File: src/logic/bcr_pkg.sv
// Constants and types for the bridge control register logic
//
// Function
// - Interrupt pin byte always reads zero.
// - Bridge control bits 15-12 read zero.
// - Bit 11 set lets primary discard expiry raise the system error output.
// - Discard status bit stays set; only writing one or an internal reset clears it.
// - Either discard timer expiring sets the discard status bit.
// - Secondary discard timer counts 2^15 clocks, or 2^10 with bit 9 set.
// - Primary discard timer counts 2^15 clocks, or 2^10 with bit 8 set.
// - No fast back-to-back to different targets; bit 7 reads zero.
// - Bit 6 holds secondary reset output asserted until written back to zero.
// - Mode zero: master abort returns all ones on reads, discards writes.
// - Mode one, SERR enabled, posted write completed: assert system error output.
// - Mode one, transaction not completed: answer originator with target abort.
// - Bit 4 reads zero and ignores writes.
// - VGA enable decodes frame buffer memory range, forwards primary to secondary.
// - VGA enable decodes the two legacy VGA port ranges downstream.
// - VGA enable blocks upstream forwarding of VGA memory and I/O addresses.
// - VGA forwarding ignores windows and ISA setting; off after reset.
// - Diagnostic internal reset sets bit 6 and clears every other bit.
package bcr_pkg;
    // Configuration dword holding interrupt line, pin and bridge control
    localparam logic [5:0]  BCR_DW_INTR_CTRL   = 6'h0f;
    localparam logic [7:0]  BCR_OFS_INTR_PIN   = 8'h3d;
    localparam logic [7:0]  BCR_OFS_BRIDGE_CTL = 8'h3e;
    localparam logic [7:0]  BCR_INTR_PIN_VAL   = 8'h00;
    localparam logic [15:0] BCR_CTRL_RESET     = 16'h0000;
    // Writable bits: 11,10,9,8,6,5,3,2,1,0
    localparam logic [15:0] BCR_CTRL_WR_MASK   = 16'h0f6f;
    // Field positions
    localparam int BCR_B_DISC_SERR = 11;
    localparam int BCR_B_DISC_STS  = 10;
    localparam int BCR_B_SEC_SHORT = 9;
    localparam int BCR_B_PRI_SHORT = 8;
    localparam int BCR_B_SEC_RST   = 6;
    localparam int BCR_B_MA_MODE   = 5;
    localparam int BCR_B_VGA_EN    = 3;
    localparam int BCR_B_ISA_EN    = 2;
    localparam int BCR_B_SERR_EN   = 1;
    localparam int BCR_B_PERR_EN   = 0;
    // Discard timer lengths in PCI clocks
    localparam int BCR_DISC_LONG_CYC  = 32768;
    localparam int BCR_DISC_SHORT_CYC = 1024;
    localparam int BCR_DISC_W         = 15;
    // VGA decode ranges
    localparam logic [31:0] BCR_VGA_MEM_LO  = 32'h000a_0000;
    localparam logic [31:0] BCR_VGA_MEM_HI  = 32'h000b_ffff;
    localparam logic [31:0] BCR_VGA_IO1_LO  = 32'h0000_03b0;
    localparam logic [31:0] BCR_VGA_IO1_HI  = 32'h0000_03bb;
    localparam logic [31:0] BCR_VGA_IO2_LO  = 32'h0000_03c0;
    localparam logic [31:0] BCR_VGA_IO2_HI  = 32'h0000_03df;
    localparam logic [31:0] BCR_MA_READ_VAL = 32'hffff_ffff;

    typedef enum logic [1:0] {
        BCR_TMR_IDLE = 2'b01,
        BCR_TMR_RUN  = 2'b10
    } bcr_tmr_state_t;
endpackage

File: src/logic/bcr_tmr_if.sv
// Link between the control logic and one discard timer
`timescale 1ns/10ps
`default_nettype none
interface bcr_tmr_if;
    logic start;
    logic stop;
    logic short_sel;
    logic expired;
    modport ctrl  (output start, output stop, output short_sel, input expired);
    modport timer (input start, input stop, input short_sel, output expired);
endinterface
`default_nettype wire

File: src/logic/bcr_bridge_control.sv
// Bridge control and interrupt pin configuration registers with their side effects
`timescale 1ns/10ps
`default_nettype none
module bcr_bridge_control
    import bcr_pkg::*;
#(
    parameter int DISC_LONG_CYCLES = bcr_pkg::BCR_DISC_LONG_CYC
) (
    // Clock and reset
    input  wire logic        clock,
    input  wire logic        rst,
    // Configuration access, one dword per request
    input  wire logic        cfg_rd,
    input  wire logic        cfg_wr,
    input  wire logic [5:0]  cfg_dword,
    input  wire logic [3:0]  cfg_be,
    input  wire logic [31:0] cfg_wdata,
    output logic      [31:0] cfg_rdata,
    output logic             cfg_hit,
    // Internal reset from the diagnostic register
    input  wire logic        diag_reset_req,
    // Command register SERR enable
    input  wire logic        cmd_serr_en,
    // Delayed completion events
    input  wire logic        pri_cpl_ready,
    input  wire logic        pri_repeat,
    input  wire logic        sec_cpl_ready,
    input  wire logic        sec_repeat,
    output logic             pri_cpl_discard,
    output logic             sec_cpl_discard,
    // Master abort handling
    input  wire logic        ma_event,
    input  wire logic        ma_is_read,
    input  wire logic        ma_posted_done,
    output logic             ma_return_ones,
    output logic [31:0]      ma_read_data,
    output logic             ma_discard_write,
    output logic             ma_target_abort,
    // System error and secondary reset
    output logic             primary_system_error_out,
    output logic             sec_bus_reset_out,
    // VGA decode
    input  wire logic        fwd_valid,
    input  wire logic        fwd_from_primary,
    input  wire logic        fwd_is_io,
    input  wire logic [31:0] fwd_addr,
    output logic             vga_fwd_claim,
    output logic             vga_fwd_block,
    // Remaining control bits for other logic
    output logic             isa_en,
    output logic             sec_serr_fwd_en,
    output logic             sec_perr_en
);
    import bcr_pkg::*;

    bcr_tmr_if pri_tif ();
    bcr_tmr_if sec_tif ();

    logic [15:0] ctrl_q, ctrl_d;
    logic [31:0] rdata_q, rdata_d;
    logic        serr_q, serr_d;
    logic        ones_q, ones_d;
    logic        disc_q, disc_d;
    logic        tabort_q, tabort_d;
    logic        claim_q, claim_d;
    logic        block_q, block_d;
    logic [15:0] ctrl_rd;
    logic [15:0] wr_data;
    logic [15:0] wr_mask;
    logic        ctrl_wr;
    logic        vga_mem;
    logic        vga_io;
    logic        vga_hit;

    bcr_discard_timer #(
        .LONG_CYCLES (DISC_LONG_CYCLES)
    ) u_pri_timer (
        .clock (clock),
        .rst   (rst),
        .tif   (pri_tif.timer)
    );

    bcr_discard_timer #(
        .LONG_CYCLES (DISC_LONG_CYCLES)
    ) u_sec_timer (
        .clock (clock),
        .rst   (rst),
        .tif   (sec_tif.timer)
    );

    assign pri_tif.start     = pri_cpl_ready;
    assign pri_tif.stop      = pri_repeat;
    assign pri_tif.short_sel = ctrl_q[BCR_B_PRI_SHORT];
    assign sec_tif.start     = sec_cpl_ready;
    assign sec_tif.stop      = sec_repeat;
    assign sec_tif.short_sel = ctrl_q[BCR_B_SEC_SHORT];

    // Register state and configuration reads
    always_comb begin
        ctrl_wr = cfg_wr && (cfg_dword == BCR_DW_INTR_CTRL);
        wr_data = cfg_wdata[31:16];
        wr_mask = {{8{cfg_be[3]}}, {8{cfg_be[2]}}} & BCR_CTRL_WR_MASK;
        ctrl_d  = ctrl_q;
        if (ctrl_wr) begin
            ctrl_d = (ctrl_q & ~wr_mask) | (wr_data & wr_mask);
            // Status bit ignores the plain store: one clears, zero keeps
            ctrl_d[BCR_B_DISC_STS] = ctrl_q[BCR_B_DISC_STS]
                & ~(wr_mask[BCR_B_DISC_STS] & wr_data[BCR_B_DISC_STS]);
        end
        // Expiry beats a clear in the same cycle
        if (pri_tif.expired || sec_tif.expired) begin
            ctrl_d[BCR_B_DISC_STS] = 1'b1;
        end
        if (diag_reset_req) begin
            // Internal reset clears all but forces secondary reset on
            ctrl_d                 = BCR_CTRL_RESET;
            ctrl_d[BCR_B_SEC_RST]  = 1'b1;
        end
        ctrl_rd = ctrl_q & BCR_CTRL_WR_MASK;
        rdata_d = rdata_q;
        if (cfg_rd) begin
            rdata_d = '0;
            if (cfg_dword == BCR_DW_INTR_CTRL) begin
                rdata_d = {ctrl_rd, BCR_INTR_PIN_VAL, 8'h00};
            end
        end
    end

    // Master abort, system error and VGA decode
    always_comb begin
        ones_d   = 1'b0;
        disc_d   = 1'b0;
        tabort_d = 1'b0;
        serr_d   = 1'b0;
        if (ma_event) begin
            if (!ctrl_q[BCR_B_MA_MODE]) begin
                ones_d = ma_is_read;
                disc_d = !ma_is_read;
            end else if (ma_posted_done) begin
                serr_d = cmd_serr_en;
            end else begin
                tabort_d = 1'b1;
            end
        end
        if (pri_tif.expired && ctrl_q[BCR_B_DISC_SERR]) begin
            serr_d = 1'b1;
        end
        vga_mem = !fwd_is_io && (fwd_addr >= BCR_VGA_MEM_LO)
            && (fwd_addr <= BCR_VGA_MEM_HI);
        vga_io  = fwd_is_io && (((fwd_addr >= BCR_VGA_IO1_LO) && (fwd_addr <= BCR_VGA_IO1_HI))
            || ((fwd_addr >= BCR_VGA_IO2_LO) && (fwd_addr <= BCR_VGA_IO2_HI)));
        // Decided apart from any window or ISA setting
        vga_hit = fwd_valid && ctrl_q[BCR_B_VGA_EN] && (vga_mem || vga_io);
        claim_d = vga_hit && fwd_from_primary;
        block_d = vga_hit && !fwd_from_primary;
    end

    always_ff @(posedge clock or posedge rst) begin
        if (rst) begin
            ctrl_q   <= BCR_CTRL_RESET;
            rdata_q  <= '0;
            serr_q   <= 1'b0;
            ones_q   <= 1'b0;
            disc_q   <= 1'b0;
            tabort_q <= 1'b0;
            claim_q  <= 1'b0;
            block_q  <= 1'b0;
        end else begin
            ctrl_q   <= ctrl_d;
            rdata_q  <= rdata_d;
            serr_q   <= serr_d;
            ones_q   <= ones_d;
            disc_q   <= disc_d;
            tabort_q <= tabort_d;
            claim_q  <= claim_d;
            block_q  <= block_d;
        end
    end

    assign cfg_rdata                = rdata_q;
    assign cfg_hit                  = cfg_dword == BCR_DW_INTR_CTRL;
    assign pri_cpl_discard          = pri_tif.expired;
    assign sec_cpl_discard          = sec_tif.expired;
    assign ma_return_ones           = ones_q;
    assign ma_read_data             = ones_q ? BCR_MA_READ_VAL : 32'h0000_0000;
    assign ma_discard_write         = disc_q;
    assign ma_target_abort          = tabort_q;
    assign primary_system_error_out = serr_q;
    assign sec_bus_reset_out        = ctrl_q[BCR_B_SEC_RST];
    assign vga_fwd_claim            = claim_q;
    assign vga_fwd_block            = block_q;
    assign isa_en                   = ctrl_q[BCR_B_ISA_EN];
    assign sec_serr_fwd_en          = ctrl_q[BCR_B_SERR_EN];
    assign sec_perr_en              = ctrl_q[BCR_B_PERR_EN];
endmodule
`default_nettype wire

File: src/logic/bcr_discard_timer.sv
// Delayed completion discard timer
`timescale 1ns/10ps
`default_nettype none
module bcr_discard_timer
    import bcr_pkg::*;
#(
    parameter int LONG_CYCLES = bcr_pkg::BCR_DISC_LONG_CYC
) (
    // Clock and reset
    input  wire logic clock,
    input  wire logic rst,
    // Control side
    bcr_tmr_if.timer  tif
);
    import bcr_pkg::*;

    localparam logic [BCR_DISC_W-1:0] LONG_LAST  = BCR_DISC_W'(LONG_CYCLES - 1);
    localparam logic [BCR_DISC_W-1:0] SHORT_LAST = BCR_DISC_W'(BCR_DISC_SHORT_CYC - 1);

    bcr_tmr_state_t          state_q, state_d;
    logic [BCR_DISC_W-1:0]   count_q, count_d;
    logic                    exp_q, exp_d;
    logic [BCR_DISC_W-1:0]   last;

    always_comb begin
        last    = tif.short_sel ? SHORT_LAST : LONG_LAST;
        state_d = state_q;
        count_d = count_q;
        exp_d   = 1'b0;
        case (state_q)
            BCR_TMR_IDLE: begin
                if (tif.start) begin
                    state_d = BCR_TMR_RUN;
                    count_d = '0;
                end
            end
            BCR_TMR_RUN: begin
                if (tif.stop) begin
                    state_d = BCR_TMR_IDLE;
                end else if (count_q >= last) begin
                    // Expiry discards the waiting completion
                    state_d = BCR_TMR_IDLE;
                    exp_d   = 1'b1;
                end else begin
                    count_d = count_q + 1'b1;
                end
            end
            default: begin
                state_d = BCR_TMR_IDLE;
            end
        endcase
    end

    always_ff @(posedge clock or posedge rst) begin
        if (rst) begin
            state_q <= BCR_TMR_IDLE;
            count_q <= '0;
            exp_q   <= 1'b0;
        end else begin
            state_q <= state_d;
            count_q <= count_d;
            exp_q   <= exp_d;
        end
    end

    assign tif.expired = exp_q;
endmodule
`default_nettype wire

File: config.mk
export PLATFORM = sky130hd
export DESIGN_NAME = bcr_bridge_control
export DESIGN_NICKNAME = d
export VERILOG_FILES = /design/src/logic/bcr_pkg.sv /design/src/logic/bcr_tmr_if.sv /design/src/logic/bcr_bridge_control.sv /design/src/logic/bcr_discard_timer.sv
export SDC_FILE = /design/constraint.sdc
export NUM_CORES = 1
export LEC_CHECK = 0
export BUFFER_PORTS_ARGS = -buffer_cell sky130_fd_sc_hd__buf_2
export CAP_MARGIN = 20
export CORE_MARGIN = 3
export CORE_UTILIZATION = 51
export DETAILED_ROUTE_END_ITERATION = 10
export HOLD_SLACK_MARGIN = 0.15
export PLACE_DENSITY = 0.95
export SKIP_CTS_REPAIR_TIMING = 1
export SLEW_MARGIN = 20
export SYNTH_ARGS = -nofsm -noshare
export SYNTH_HDL_FRONTEND = slang
export SYNTH_SLANG_ARGS = --single-unit
File: constraint.sdc
create_clock -name clock -period 4.4 [get_ports clock]
set_input_delay 0.22 -clock clock [delete_from_list [all_inputs] [get_ports clock]]
set_output_delay 0.22 -clock clock [all_outputs]
set_load 0.02 [all_outputs]
======== Word-level counts from Yosys, hierarchy flattened ========
Cells that the tools add are included.
word-level totals
  register bits after elaboration ......... 90
  input port bits ......................... 90
  output and inout bits ................... 77
  logic and storage cells ................. 110
operators by class
  magnitude comparators ................... 8
  equality and inequality tests ........... 13
  reduce and logical (&&, ||, !) cells .... 25
  $add $sub $neg .......................... 2
  bitwise gates (word level) .............. 7
  muxes and demuxes ....................... 40
operators with widths
  kind                   count
  $mux 15                8
  $ge 32x10->1 const B   2
  $le 32x10->1 const B   2
  $pmux 15 s2            2
  $ge 32x20->1 const B   1
  $le 32x20->1 const B   1
  $mux 16                2
  $mux 32                1
  $add 15x1->15 const B  2
  $ge 15x15->1           2
  $mux 28                1
  $mux 1                 18
  $and 16x12->16         1
  $and 16x16->16         1
  $not 12->16            1
  $or 16x16->16          1
  $mux 2                 6
  $ne 2x2->1 const B     6
  $logic_and 1x1->1      11
  $pmux 2 s2             2
  $reduce_and 4->1       2
  $eq 6x4->1 const B     1
  $ne 3x2->1 const B     2
  $reduce_bool 2->1      3
  other kinds (8)        16

======== Logic depth before layout (Yosys ltp) ========
Gate-level depths: netlist of run 1.
  depth in word-level cells ............... 7
  depth in mapped cells ................... 9
  gate-level depth less buffers ........... 8

======== By module ========
From an unflattened synthesis of run 1, not the netlist that was laid out.
unflattened totals
  cells, all modules ...................... 420
  area total of the unflattened synthesis .. 3,940.0 µm²
by module, submodules not included
  module              instances  sequential area each (µm²)  area an instance (µm²)  cells an instance
  bcr_discard_timer   2          451.7                       1,172.4                 125
  bcr_bridge_control  1          650.6                       1,595.3                 170

======== Worst setup path before layout of run 1 ========
Ideal clock, no wire load.
  path kind ............................... flip-flop to flip-flop
  start point ............................. register ctrl_q[9]
  end point ............................... register u_sec_timer.count_q[4]
  setup time .............................. 0.066 ns
  path slack .............................. 2.012 ns
  required time ........................... 4.334 ns
  stages on the path, launching flop included .. 10
  arrival time ............................ 2.322 ns
  buffers on the path ..................... 1
  period minus slack after synthesis ...... 2.388 ns
  cells stage by stage .................... dfrtp_1 > ha_1 > and4_4 > a221o_1 > o31ai_1 > and2_2 > inv_2 > buf_6 > or4_1 > nand2_1
between the ends
  word-level cells in the longest chain between the ends .. 4
ends and longest elaborated chain
  item                        RTL line                   text
  start, declared             bcr_bridge_control.sv:59   logic [15:0] ctrl_q, ctrl_d;
  start signal, assigned      bcr_bridge_control.sv:169  ctrl_q <= ctrl_d;
  $mux 15                     bcr_discard_timer.sv:26    last = tif.short_sel ? SHORT_LAST : LONG_LAST;
  $ge 15x15->1                bcr_discard_timer.sv:40    end else if (count_q >= last) begin
  $ne 2x2->1 (no line)        -
  $reduce_and 4->1 (no line)  -
  end signal, assigned        bcr_discard_timer.sv:61    count_q <= count_d;
  end, declared               bcr_discard_timer.sv:21    logic [BCR_DISC_W-1:0] count_q, count_d;
Every way passes these cells.
A chain may end at the register's enable or synchronous reset.

======== Final worst setup path of run 1 ========
  start point ............................. register ctrl_q[9]
  end point ............................... register u_sec_timer.count_q[9]
Same word-level chain as after synthesis.

==> impl_results.md, run 1 <==
- Outcome: completed
- Highest clock frequency the design can meet: 377 MHz
- Highest cell delay on the worst timing path: 0.58 ns
- Critical Path RT: 4.58 ns
- Depth of the worst register-to-register path: 7
- Post-synthesis sequential area ratio: 0.431
- Clock tree sinks: 62
- Full die area: 8120 sq um
- X dimension of the die: 90.1 um
- Number of max-cap violations: 0
- Final setup vio count: 0
- Worst slew margin relative to its limit: 0.434
- Final critical-path setup slack: 1.75 ns
- Final Hold Viols: 0
- Total Nets Final: 587
- Clock insertion delay at the later pin of the skew report: 0.34 ns
- Place WS: 1.82 ns
- Via count of the first global-routing pass: 3183
- Vias/cell: 5.67
- DRC violation total after the first TritonRoute iteration: 220
- Fill cell count: 496
- Non-filler instance count after layout: 585
- Die height: 90.1 um
- Xor-xnor portion of the synthesized cell area: 0.0316
- Fraction of layout instances using a drive strength above 1: 0.301
- Warnings from Yosys: 0
- Post-synth ARST share: 1.00
- Overflow after GRT: 0
- CTS Root Cell: sky130_fd_sc_hd__clkbuf_8
- Worst-case register-to-register setup slack: 1.75 ns
- Class of the most critical setup path: reg -> reg
- Worst hold-check path type: in -> async
- Count of standard-cell rows: 30
- Worst-path clk slew: 0.07 ns
- Number of synthesized register bits: 62
- Layout Utilization: 0.627
- Core ar.: 6830 sq um
- Fraction of synthesized cell area taken by the top area cell type: 0.416
- Data arrival time of the critical path: 2.83 ns
- CTS H-tree lvls: 3
- Maximum number of pins on one net before global-route repair: 63
- Total global routing track utilization: 0.226
- Leading register cell type out of synthesis: sky130_fd_sc_hd__dfrtp_1
- First-pass GRT wire length: 14.9 mm
- Synthesized-area fraction occupied by ao, oa, aoi and oai cells: 0.103
- Crit. End Element: flop
- Worst-path maximum fanout: 10
- DRC: 0
- Minimum hold slack: 0.0960 ns
- Initial antenna violation count: 0
- Total I/O pin count: 167
- Leading cell type by number of instances after synthesis: sky130_fd_sc_hd__dfrtp_1
- Area of placed instances: 3980 sq um
- ANT cells: 0
- Clock tree buffer depth: 2
- Met2 track demand over resource in global routing: 0.385
- Half-perimeter wire length after placement: 6.66 mm
- Summed instance area of the synthesized netlist: 3610 sq um
- Worst slew pin tran: 0.846 ns
- Met3 Use GR: 0.0569
- Element type at the critical path start: flop
- Area growth syn-to-layout: 18.7%
- DRT Pass-1 Iters: 7
- Kind of cell adding the most delay to the critical path: compound AO/OA/AOI/OAI gates
- Total length of routed wires: 9.40 mm
- Count of input and output buffers: 118
- Share of the clock period used by the worst path: 0.602
- Number of synthesized flops with an enable pin: 0
- Post-Synth Simple-Gate Area: 0.220
- Adder-cell share of the synthesized area: 0.0416
- Final max-slew violation count: 0
- Sequence of cells on the critical path: ha_1 -> and4_4 -> a221o_1 -> a211oi_2 -> nand2_1 -> o21ai_0 -> a21oi_1
- Power Density: 358 nW/um^2
- Final instance area: 4280 sq um
- Final sum of negative setup slack: 0 ns
- Cells after DPL: 565
- Global routing usage on met1: 0.253
- Main area contributors after synthesis: sky130_fd_sc_hd__dfrtp_1, sky130_fd_sc_hd__buf_4, sky130_fd_sc_hd__ha_1
- Average cell area after synthesis: 9.27 sq um
- Tot Pwr: 1.53 mW
- Synth top cells by count: sky130_fd_sc_hd__dfrtp_1, sky130_fd_sc_hd__buf_4, sky130_fd_sc_hd__nor2_1
- Post-detailed-route wirelength per cell: 16.1 um
- Setup repair after global routing missed its margin: no
- Effective utilization at floorplan: 0.528
- Number of buffers added by the clock tree synthesis step: 9
- Static power due to leakage: 2.28 nW
- Crit path time final: 2.65 ns
- Global route hottest layer: met2
- ANT nets after route: 0
- Layout Skew: 0.00741 ns
- RR Startpoint: ctrl_q[9]
- Reg-to-Reg End: u_sec_timer.count_q[9]
- Count of distinct cell types in the synthesized netlist: 53
- Mux contribution to synthesized area: 0.0250
- Slowest CP cell: sky130_fd_sc_hd__a211oi_2
- CTS tree: done
- CP Buf/Inv Count: 0
- Largest family of logic cells by synthesized area: simple AND/OR/NAND/NOR gates
- Post-synthesis cell count: 389
- Worst supply voltage drop on vdd: 0.176 mV
- Placer Congestion: 0.896
- Detailed-route via count: 3316
- Synth area leader: sky130_fd_sc_hd__dfrtp_1
==> tightest hold or removal path, delay by kind of cell <==
kind	cells	cell delay (ns)
buffers and inverters	3	0.73
==> final cells by class <==
type / count / area, sq um / share of cell area
Clock buffer: 12 / 165 / 0.0386
Multi-Input combinational cell: 263 / 1600 / 0.374
Tap cell: 96 / 120 / 0.0281
Sequential cell: 62 / 1550 / 0.363
Timing Repair Buffer: 126 / 663 / 0.155
Inverter: 23 / 86.3 / 0.0202
Clock inverter: 3 / 90.1 / 0.0210
==> how the worst max path moves through the flow <==
stage / endpoint / start / depth (start not counted) / slack [ns]
2_1_floorplan: u_sec_timer.count_q[4] / ctrl_q[9] / 9 / 2.01
3_3_place_gp: u_sec_timer.count_q[14] / ctrl_q[9] / 8 / 1.89
3_5_place_dp: u_sec_timer.count_q[9] / ctrl_q[9] / 7 / 1.82
4_1_cts: u_sec_timer.count_q[14] / ctrl_q[9] / 8 / 1.78
5_1_grt: u_sec_timer.count_q[9] / ctrl_q[9] / 7 / 1.62
6_report: u_sec_timer.count_q[9] / ctrl_q[9] / 7 / 1.75
==> per-layer routing <==
metal	wire length, um	part of all wire	up-vias
met1	3490	0.37	1565
li1	-	-	1486
met5	0	0	-
met3	841	0.089	43
met2	4640	0.49	222
met4	428	0.046	0
==> report_power, final <==
part	switching, mW	leakage (nW)	internal, mW	total (mW)
registers	0.0378	0.848	0.599	0.637
logic	0.170	1.31	0.0869	0.257
clock network	0.218	0.129	0.420	0.638
total	0.426	2.28	1.11	1.53
==> flip-flops by register name (all words and copies together) (netlist names) <==
| name | count |
|---|---|
| ma_target_abort | 1 |
| u_pri_timer.tif.expired | 1 |
| u_pri_timer.state_q | 2 |
| vga_fwd_claim | 1 |
| ma_return_ones | 1 |
| primary_system_error_out | 1 |
| vga_fwd_block | 1 |
| ma_discard_write | 1 |
| u_sec_timer.state_q | 2 |
| cfg_rdata | 10 |
| u_sec_timer.count_q | 15 |
| u_sec_timer.tif.expired | 1 |
| u_pri_timer.count_q | 15 |
| ctrl_q | 10 |
==> placed cells by master (no fill, tap or decap), types with 5 or more instances in the layout <==
cell type,instances
sky130_fd_sc_hd__clkbuf_8,12
sky130_fd_sc_hd__and3_1,6
sky130_fd_sc_hd__inv_1,21
sky130_fd_sc_hd__nand2_1,24
sky130_fd_sc_hd__dlygate4sd3_1,5
sky130_fd_sc_hd__nand3_1,27
sky130_fd_sc_hd__nor2_1,35
sky130_fd_sc_hd__a21oi_1,13
sky130_fd_sc_hd__ha_1,12
sky130_fd_sc_hd__buf_2,118
sky130_fd_sc_hd__dfrtp_1,60
sky130_fd_sc_hd__conb_1,22
sky130_fd_sc_hd__nand4_1,10
sky130_fd_sc_hd__or3_1,7
sky130_fd_sc_hd__nor3_1,8
sky130_fd_sc_hd__o21ai_0,25
sky130_fd_sc_hd__mux2i_1,9
sky130_fd_sc_hd__xor2_1,12
==> cell families after synthesis <==
| family | after synthesis |
|---|---|
| and+or+nand+nor | 148 |
| buffers and inverters | 85 |
| DFF | 62 |
| AOI/OAI and AO/OA | 59 |
| xor gates and xnor gates | 13 |
| adders and majority gates | 12 |
| muxes | 9 |
| other | 1 |
No activity file was read; power rests on OpenSTA's default activity.
==> run 2: changes to the inputs <==
Settings changed: ABC_AREA set to 1, CORE_UTILIZATION 51 to 44, PLACE_DENSITY 0.95 to 0.87.
Clock period 4.4 ns to 2.2 ns, I/O delays scaled along.
==> impl_results.md, run 2 <==
- Worst slew margin relative to its limit: 0.524 (was 0.434)
- Clock insertion delay at the later pin of the skew report: 0.35 ns (was 0.34 ns)
- Share of the clock period used by the worst path: 0.900 (was 0.602)
- Critical Path RT: 2.48 ns (was 4.58 ns)
- Top flop regs: u_pri_timer.count_q x15, u_sec_timer.count_q x15 (unchanged)
- Sw Share: 0.306 (was 0.278)
- Setup repair after global routing missed its margin: no (unchanged)
- Maximum number of pins on one net before global-route repair: 35 (was 63)
- Summed instance area of the synthesized netlist: 4050 sq um (was 3610 sq um)
- Mux contribution to synthesized area: 0 (was 0.0250)
- Total I/O pin count: 167 (unchanged)
- Final sum of negative setup slack: 0 ns (unchanged)
- Effective utilization at floorplan: 0.458 (was 0.528)
- Crit. End Element: flop (unchanged)
- Net switching power: 886 uW (was 426 uW)
- Leading register cell type out of synthesis: sky130_fd_sc_hd__dfrtp_1 (unchanged)
- Power Density: 595 nW/um^2 (was 358 nW/um^2)
- Placer Congestion: 0.927 (was 0.896)
- Worst-path maximum fanout: 16 (was 10)
- Synth top cells by count: sky130_fd_sc_hd__nand2_1, sky130_fd_sc_hd__nor2_1, sky130_fd_sc_hd__dfrtp_1 (was sky130_fd_sc_hd__dfrtp_1, sky130_fd_sc_hd__buf_4, sky130_fd_sc_hd__nor2_1)
- Number of synthesized flops with an enable pin: 0 (unchanged)
- Total length of routed wires: 9.82 mm (was 9.40 mm)
- Data arrival time of the critical path: 2.26 ns (was 2.83 ns)
- Layout Skew: 0.00915 ns (was 0.00741 ns)
- Combinational share of power: 0.185 (was 0.168)
- Via count of the first global-routing pass: 3501 (was 3183)
- Total Nets Final: 757 (was 587)
- Largest family of logic cells by synthesized area: simple AND/OR/NAND/NOR gates (unchanged)
- Number of synthesized register bits: 62 (unchanged)
- Clock tree buffer depth: 2 (unchanged)
- Post-synthesis cell count: 542 (was 389)
- Count of input and output buffers: 118 (unchanged)
- Xor-xnor portion of the synthesized cell area: 0.0476 (was 0.0316)
- DRT Pass-1 Iters: 7 (unchanged)
- Number of buffers added by the clock tree synthesis step: 9 (unchanged)
- DRC violation total after the first TritonRoute iteration: 263 (was 220)
- Int Pwr: 2.01 mW (was 1.11 mW)
- Half-perimeter wire length after placement: 7.19 mm (was 6.66 mm)
- Count of distinct cell types in the synthesized netlist: 31 (was 53)
- Initial antenna violation count: 0 (unchanged)
- First-pass GRT wire length: 15.4 mm (was 14.9 mm)
- Core ar.: 8850 sq um (was 6830 sq um)
- Leading cell type in the layout, fill and taps excluded: sky130_fd_sc_hd__nand2_1 (was sky130_fd_sc_hd__buf_2)
- DRC: 0 (unchanged)
- Fraction of layout instances using a drive strength above 1: 0.241 (was 0.301)
- Crit path time final: 1.98 ns (was 2.65 ns)
- Layout Utilization: 0.550 (was 0.627)
- Worst supply voltage drop on vdd: 0.352 mV (was 0.176 mV)
- Adder-cell share of the synthesized area: 0.0371 (was 0.0416)
- Worst hold-check path type: in -> reg (was in -> async)
- Clock tree sinks: 62 (unchanged)
- Class of the most critical setup path: reg -> reg (unchanged)
- Post-Synth Simple-Gate Area: 0.318 (was 0.220)
- Post-detailed-route wirelength per cell: 12.8 um (was 16.1 um)
- Full die area: 10400 sq um (was 8120 sq um)
- Count of standard-cell rows: 34 (was 30)
- Worst-path clk slew: 0.07 ns (about the same)
- Area growth syn-to-layout: 20.3% (was 18.7%)
- Final max-slew violation count: 0 (unchanged)
- Highest clock frequency the design can meet: 505 MHz (was 377 MHz)
- Overflow after GRT: 0 (unchanged)
- CTS H-tree lvls: 3 (unchanged)
- Die height: 102 um (was 90.1 um)
- Synth area leader: sky130_fd_sc_hd__dfrtp_1 (unchanged)
- ANT nets after route: 0 (unchanged)
- Post-synth ARST share: 1.00 (unchanged)
- Post-synthesis sequential area ratio: 0.384 (was 0.431)
- CTS tree: done (unchanged)
- Outcome: completed (unchanged)
- Synthesized-area fraction occupied by ao, oa, aoi and oai cells: 0.0587 (was 0.103)
- Static power due to leakage: 2.53 nW (was 2.28 nW)
- Total global routing track utilization: 0.184 (was 0.226)
- Final Hold Viols: 0 (unchanged)
- Share of total power in the clock network: 0.392 (was 0.417)
- Warnings from Yosys: 0 (unchanged)
- Average cell area after synthesis: 7.47 sq um (was 9.27 sq um)
- Leading cell type by number of instances after synthesis: sky130_fd_sc_hd__nand2_1 (was sky130_fd_sc_hd__dfrtp_1)
- Proportion of power drawn by flip-flops and latches: 0.423 (was 0.416)
- Main area contributors after synthesis: sky130_fd_sc_hd__dfrtp_1, sky130_fd_sc_hd__nand2_1, sky130_fd_sc_hd__buf_4 (was sky130_fd_sc_hd__dfrtp_1, sky130_fd_sc_hd__buf_4, sky130_fd_sc_hd__ha_1)
- Worst slew pin tran: 0.712 ns (was 0.846 ns)
- Detailed-route via count: 3876 (was 3316)
- Vias/cell: 5.05 (was 5.67)
- Final instance area: 4870 sq um (was 4280 sq um)
- Final setup vio count: 0 (unchanged)
- Commonest cells after routing, fill and taps aside: sky130_fd_sc_hd__nand2_1, sky130_fd_sc_hd__buf_2, sky130_fd_sc_hd__nor2_1, sky130_fd_sc_hd__dfrtp_1, sky130_fd_sc_hd__nand3_1 (was sky130_fd_sc_hd__buf_2, sky130_fd_sc_hd__dfrtp_1, sky130_fd_sc_hd__nor2_1, sky130_fd_sc_hd__nand3_1, sky130_fd_sc_hd__o21ai_0)
- Number of max-cap violations: 0 (unchanged)
- ANT cells: 0 (unchanged)
- Element type at the critical path start: flop (unchanged)
- Area of placed instances: 4440 sq um (was 3980 sq um)
- Fraction of synthesized cell area taken by the top area cell type: 0.371 (was 0.416)
- X dimension of the die: 102 um (was 90.1 um)
- CTS Root Cell: sky130_fd_sc_hd__clkbuf_8 (unchanged)
[run 2: worst paths after layout]
check	slack, ns	end	startpoint	cells after the start
max	0.22	u_sec_timer.count_q[6]	ctrl_q[9]	10
min	0.14	ctrl_q[1]	cfg_wdata[17]	3
max reg2reg	0.22	u_sec_timer.count_q[6]	ctrl_q[9]	10
min reg2reg	0.48	cfg_rdata[18]	cfg_rdata[18]	2
max in group asynchronous	1.05	ctrl_q[9]	rst	4
min in group asynchronous	0.42	u_pri_timer.count_q[3]	rst	3
[run 2: through the flow]
| step | total power [mW] | hold slack (ns) | setup slack [ns] | instances |
|---|---|---|---|---|
| final | 2.90 | 0.141 | 0.220 | 768 |
| after global routing | 3.04 | 0.156 | 0.0444 | 768 |
| after CTS | 2.90 | -0.111 | 0.225 | 748 |
| after detailed placement | 1.76 | 0.268 | 0.267 | 732 |
| after global placement | 1.73 | 0.256 | 0.338 | 732 |
| after floorplan | 1.66 | 0.173 | 0.520 | 563 |
[run 2: metal layers]
metal / global-route usage / part of all wire / vias up
li1: - / - / 1880
met1: 0.240 / 0.41 / 1807
met2: 0.301 / 0.50 / 169
met3: 0.0355 / 0.072 / 20
met4: 0.0787 / 0.017 / 0
met5: 0 / 0 / -
[run 2: worst max-delay path, stage by stage (launching register included)]
cell	delay [ns]
sky130_fd_sc_hd__dfrtp_1	0.45
sky130_fd_sc_hd__ha_1	0.32
sky130_fd_sc_hd__nand2_1	0.10
sky130_fd_sc_hd__nor2_1	0.06
sky130_fd_sc_hd__nand2_1	0.11
sky130_fd_sc_hd__nor2_1	0.07
sky130_fd_sc_hd__nor2_2	0.19
sky130_fd_sc_hd__nand3_4	0.23
sky130_fd_sc_hd__nand2_4	0.24
sky130_fd_sc_hd__nand2_1	0.09
sky130_fd_sc_hd__nand2_1	0.07
[run 2: cell families after synthesis]
logic type	after synthesis
buffers and inverters	106
AOI/OAI and AO/OA	38
xor gates and xnor gates	22
adders and majority gates	12
DFF	62
and+or+nand+nor	301
other	1
[run 2: cell type report]
type	count	area [sq um]
Fill cell	776	3980
Multi-Input combinational cell	395	1950
Sequential cell	62	1550
Timing Repair Buffer	146	851
Inverter	41	154
Tap cell	108	135
Clock buffer	9	124
Clock inverter	7	104
[run 2: power groups by stage]
| stage | combinational [mW] | clock, mW | sequential, mW |
|---|---|---|---|
| final | 0.535 | 1.14 | 1.23 |
| after detailed placement | 0.507 | 0 | 1.25 |
| after global routing | 0.591 | 1.22 | 1.23 |
| after floorplan | 0.402 | 0 | 1.26 |
| after CTS | 0.510 | 1.16 | 1.23 |
| after global placement | 0.490 | 0 | 1.24 |
==> run 3: changes to the inputs <==
Settings changed: CORE_UTILIZATION 44 to 45, CTS_BUF_LIST set to sky130_fd_sc_hd__clkbuf_4 sky130_fd_sc_hd__clkbuf_8, MAX_ROUTING_LAYER set to met4, PLACE_DENSITY 0.87 to 0.89.
==> impl_results.md, run 3 (same netlist as run 2, synthesis figures left out) <==
- CTS Root Cell: sky130_fd_sc_hd__clkbuf_8 (unchanged)
- Area growth syn-to-layout: 21.2% (was 20.3%)
- Total global routing track utilization: 0.190 (was 0.184)
- Top flop regs: u_pri_timer.count_q x15, u_sec_timer.count_q x15 (unchanged)
- Non-filler instance count after layout: 765 (was 768)
- Layout Utilization: 0.580 (was 0.550)
- Total length of routed wires: 9.76 mm (was 9.82 mm)
- Worst-path maximum fanout: 16 (unchanged)
- Combinational share of power: 0.180 (was 0.185)
- Crit. End Element: flop (unchanged)
- Class of the most critical setup path: reg -> reg (unchanged)
- Final Hold Viols: 0 (unchanged)
- Crit path time final: 2.00 ns (was 1.98 ns)
- Int Pwr: 2.12 mW (was 2.01 mW)
- Net switching power: 883 uW (was 886 uW)
- Worst slew margin relative to its limit: 0.561 (was 0.524)
- Commonest cells after routing, fill and taps aside: sky130_fd_sc_hd__nand2_1, sky130_fd_sc_hd__buf_2, sky130_fd_sc_hd__nor2_1, sky130_fd_sc_hd__dfrtp_1, sky130_fd_sc_hd__nand3_1 (unchanged)
- Share of the clock period used by the worst path: 0.908 (was 0.900)
- Overflow after GRT: 0 (unchanged)
- Power Density: 612 nW/um^2 (was 595 nW/um^2)
- Full die area: 10200 sq um (was 10400 sq um)
- DRT Pass-1 Iters: 4 (was 7)
- Worst supply voltage drop on vdd: 0.420 mV (was 0.352 mV)
- Number of max-cap violations: 0 (unchanged)
- Leading cell type in the layout, fill and taps excluded: sky130_fd_sc_hd__nand2_1 (unchanged)
- Initial antenna violation count: 0 (unchanged)
- Worst-path clk slew: 0.08 ns (was 0.07 ns)
- Die height: 101 um (was 102 um)
- ANT cells: 0 (unchanged)
- Effective utilization at floorplan: 0.478 (was 0.458)
- Worst slew pin tran: 0.658 ns (was 0.712 ns)
- Detailed-route via count: 3857 (was 3876)
- Total Nets Final: 757 (unchanged)
- First-pass GRT wire length: 15.2 mm (was 15.4 mm)
- Highest clock frequency the design can meet: 501 MHz (was 505 MHz)
- Proportion of power drawn by flip-flops and latches: 0.408 (was 0.423)
- CTS H-tree lvls: 3 (unchanged)
- Cells after DPL: 729 (was 732)
- Clock insertion delay at the later pin of the skew report: 0.35 ns (about the same)
- Clock tree sinks: 62 (unchanged)
- Half-perimeter wire length after placement: 7.23 mm (was 7.19 mm)
- Area of placed instances: 4450 sq um (was 4440 sq um)
- Final max-slew violation count: 0 (unchanged)
- Post-detailed-route wirelength per cell: 12.8 um (about the same)
- Element type at the critical path start: flop (unchanged)
- Tot Pwr: 3.00 mW (was 2.90 mW)
- Count of standard-cell rows: 33 (was 34)
- Critical Path RT: 2.49 ns (was 2.48 ns)
- Core ar.: 8460 sq um (was 8850 sq um)
- Setup repair after global routing missed its margin: no (unchanged)
- Static power due to leakage: 2.53 nW (about the same)
- Outcome: completed (unchanged)
- Count of input and output buffers: 118 (unchanged)
- Vias/cell: 5.04 (was 5.05)
- CTS tree: done (unchanged)
- Layout Skew: 0.00675 ns (was 0.00915 ns)
- Final instance area: 4910 sq um (was 4870 sq um)
- Minimum hold slack: 0.140 ns (was 0.141 ns)
- Sw Share: 0.294 (was 0.306)
- Place WS: 0.237 ns (was 0.267 ns)
- Final sum of negative setup slack: 0 ns (unchanged)
- Fraction of layout instances using a drive strength above 1: 0.241 (unchanged)
- X dimension of the die: 101 um (was 102 um)
- Share of total power in the clock network: 0.411 (was 0.392)
- DRC: 0 (unchanged)
- Clock tree buffer depth: 2 (unchanged)
- Via count of the first global-routing pass: 3350 (was 3501)
- Number of buffers added by the clock tree synthesis step: 9 (unchanged)
- Final critical-path setup slack: 0.203 ns (was 0.220 ns)
- ANT nets after route: 0 (unchanged)
- Data arrival time of the critical path: 2.28 ns (was 2.26 ns)
- Placer Congestion: 0.936 (was 0.927)
- Worst hold-check path type: in -> reg (unchanged)
- Maximum number of pins on one net before global-route repair: 34 (was 35)
- Final setup vio count: 0 (unchanged)
- DRC violation total after the first TritonRoute iteration: 215 (was 263)
- Total I/O pin count: 167 (unchanged)
## run 3: critical path, cell delays in order (launching register included)
cell                      delay (ns)
sky130_fd_sc_hd__dfrtp_1        0.46
sky130_fd_sc_hd__ha_1           0.33
sky130_fd_sc_hd__nand2_1        0.09
sky130_fd_sc_hd__nor2_1         0.06
sky130_fd_sc_hd__nand2_1        0.10
sky130_fd_sc_hd__nor2_1         0.07
sky130_fd_sc_hd__nor2_2         0.20
sky130_fd_sc_hd__nand3_4        0.23
sky130_fd_sc_hd__nand2_4        0.24
sky130_fd_sc_hd__nand2_1        0.09
sky130_fd_sc_hd__nand2_1        0.06
## run 3: final cells by class
cell class	instances	area, sq um
Sequential cell	62	1550
Multi-Input combinational cell	395	1960
Clock buffer	9	124
Inverter	41	154
Tap cell	105	131
Fill cell	721	3560
Clock inverter	7	123
Timing Repair Buffer	146	863
## run 3: path summary, 6_finish.rpt
check / from / slack, ns / cells past startpoint / to
hold / removal: cfg_wdata[16] / 0.14 / 3 / ctrl_q[0]
setup reg to reg: ctrl_q[9] / 0.20 / 10 / u_sec_timer.count_q[1]
hold reg to reg: cfg_rdata[22] / 0.48 / 2 / cfg_rdata[22]
min in group asynchronous: rst / 0.40 / 3 / u_sec_timer.count_q[9]
max in group asynchronous: rst / 1.20 / 4 / ma_target_abort
setup / recovery: ctrl_q[9] / 0.20 / 10 / u_sec_timer.count_q[1]
## run 3: power groups by stage
stage                     sequential (mW)  combinational (mW)  clock, mW
after floorplan                      1.26               0.402          0
after global placement               1.24               0.493          0
after detailed placement             1.25               0.510          0
after CTS                            1.23               0.511       1.26
after global routing                 1.23               0.594       1.31
final                                1.23               0.541       1.24
## run 3: metal layers
layer | share of wire | vias to the layer above | GRT usage
met3 | 0.084 | 16 | 0.0491
met1 | 0.40 | 1790 | 0.236
met2 | 0.50 | 169 | 0.305
met5 | 0 | - | -
met4 | 0.014 | 0 | 0.0591
li1 | - | 1882 | -
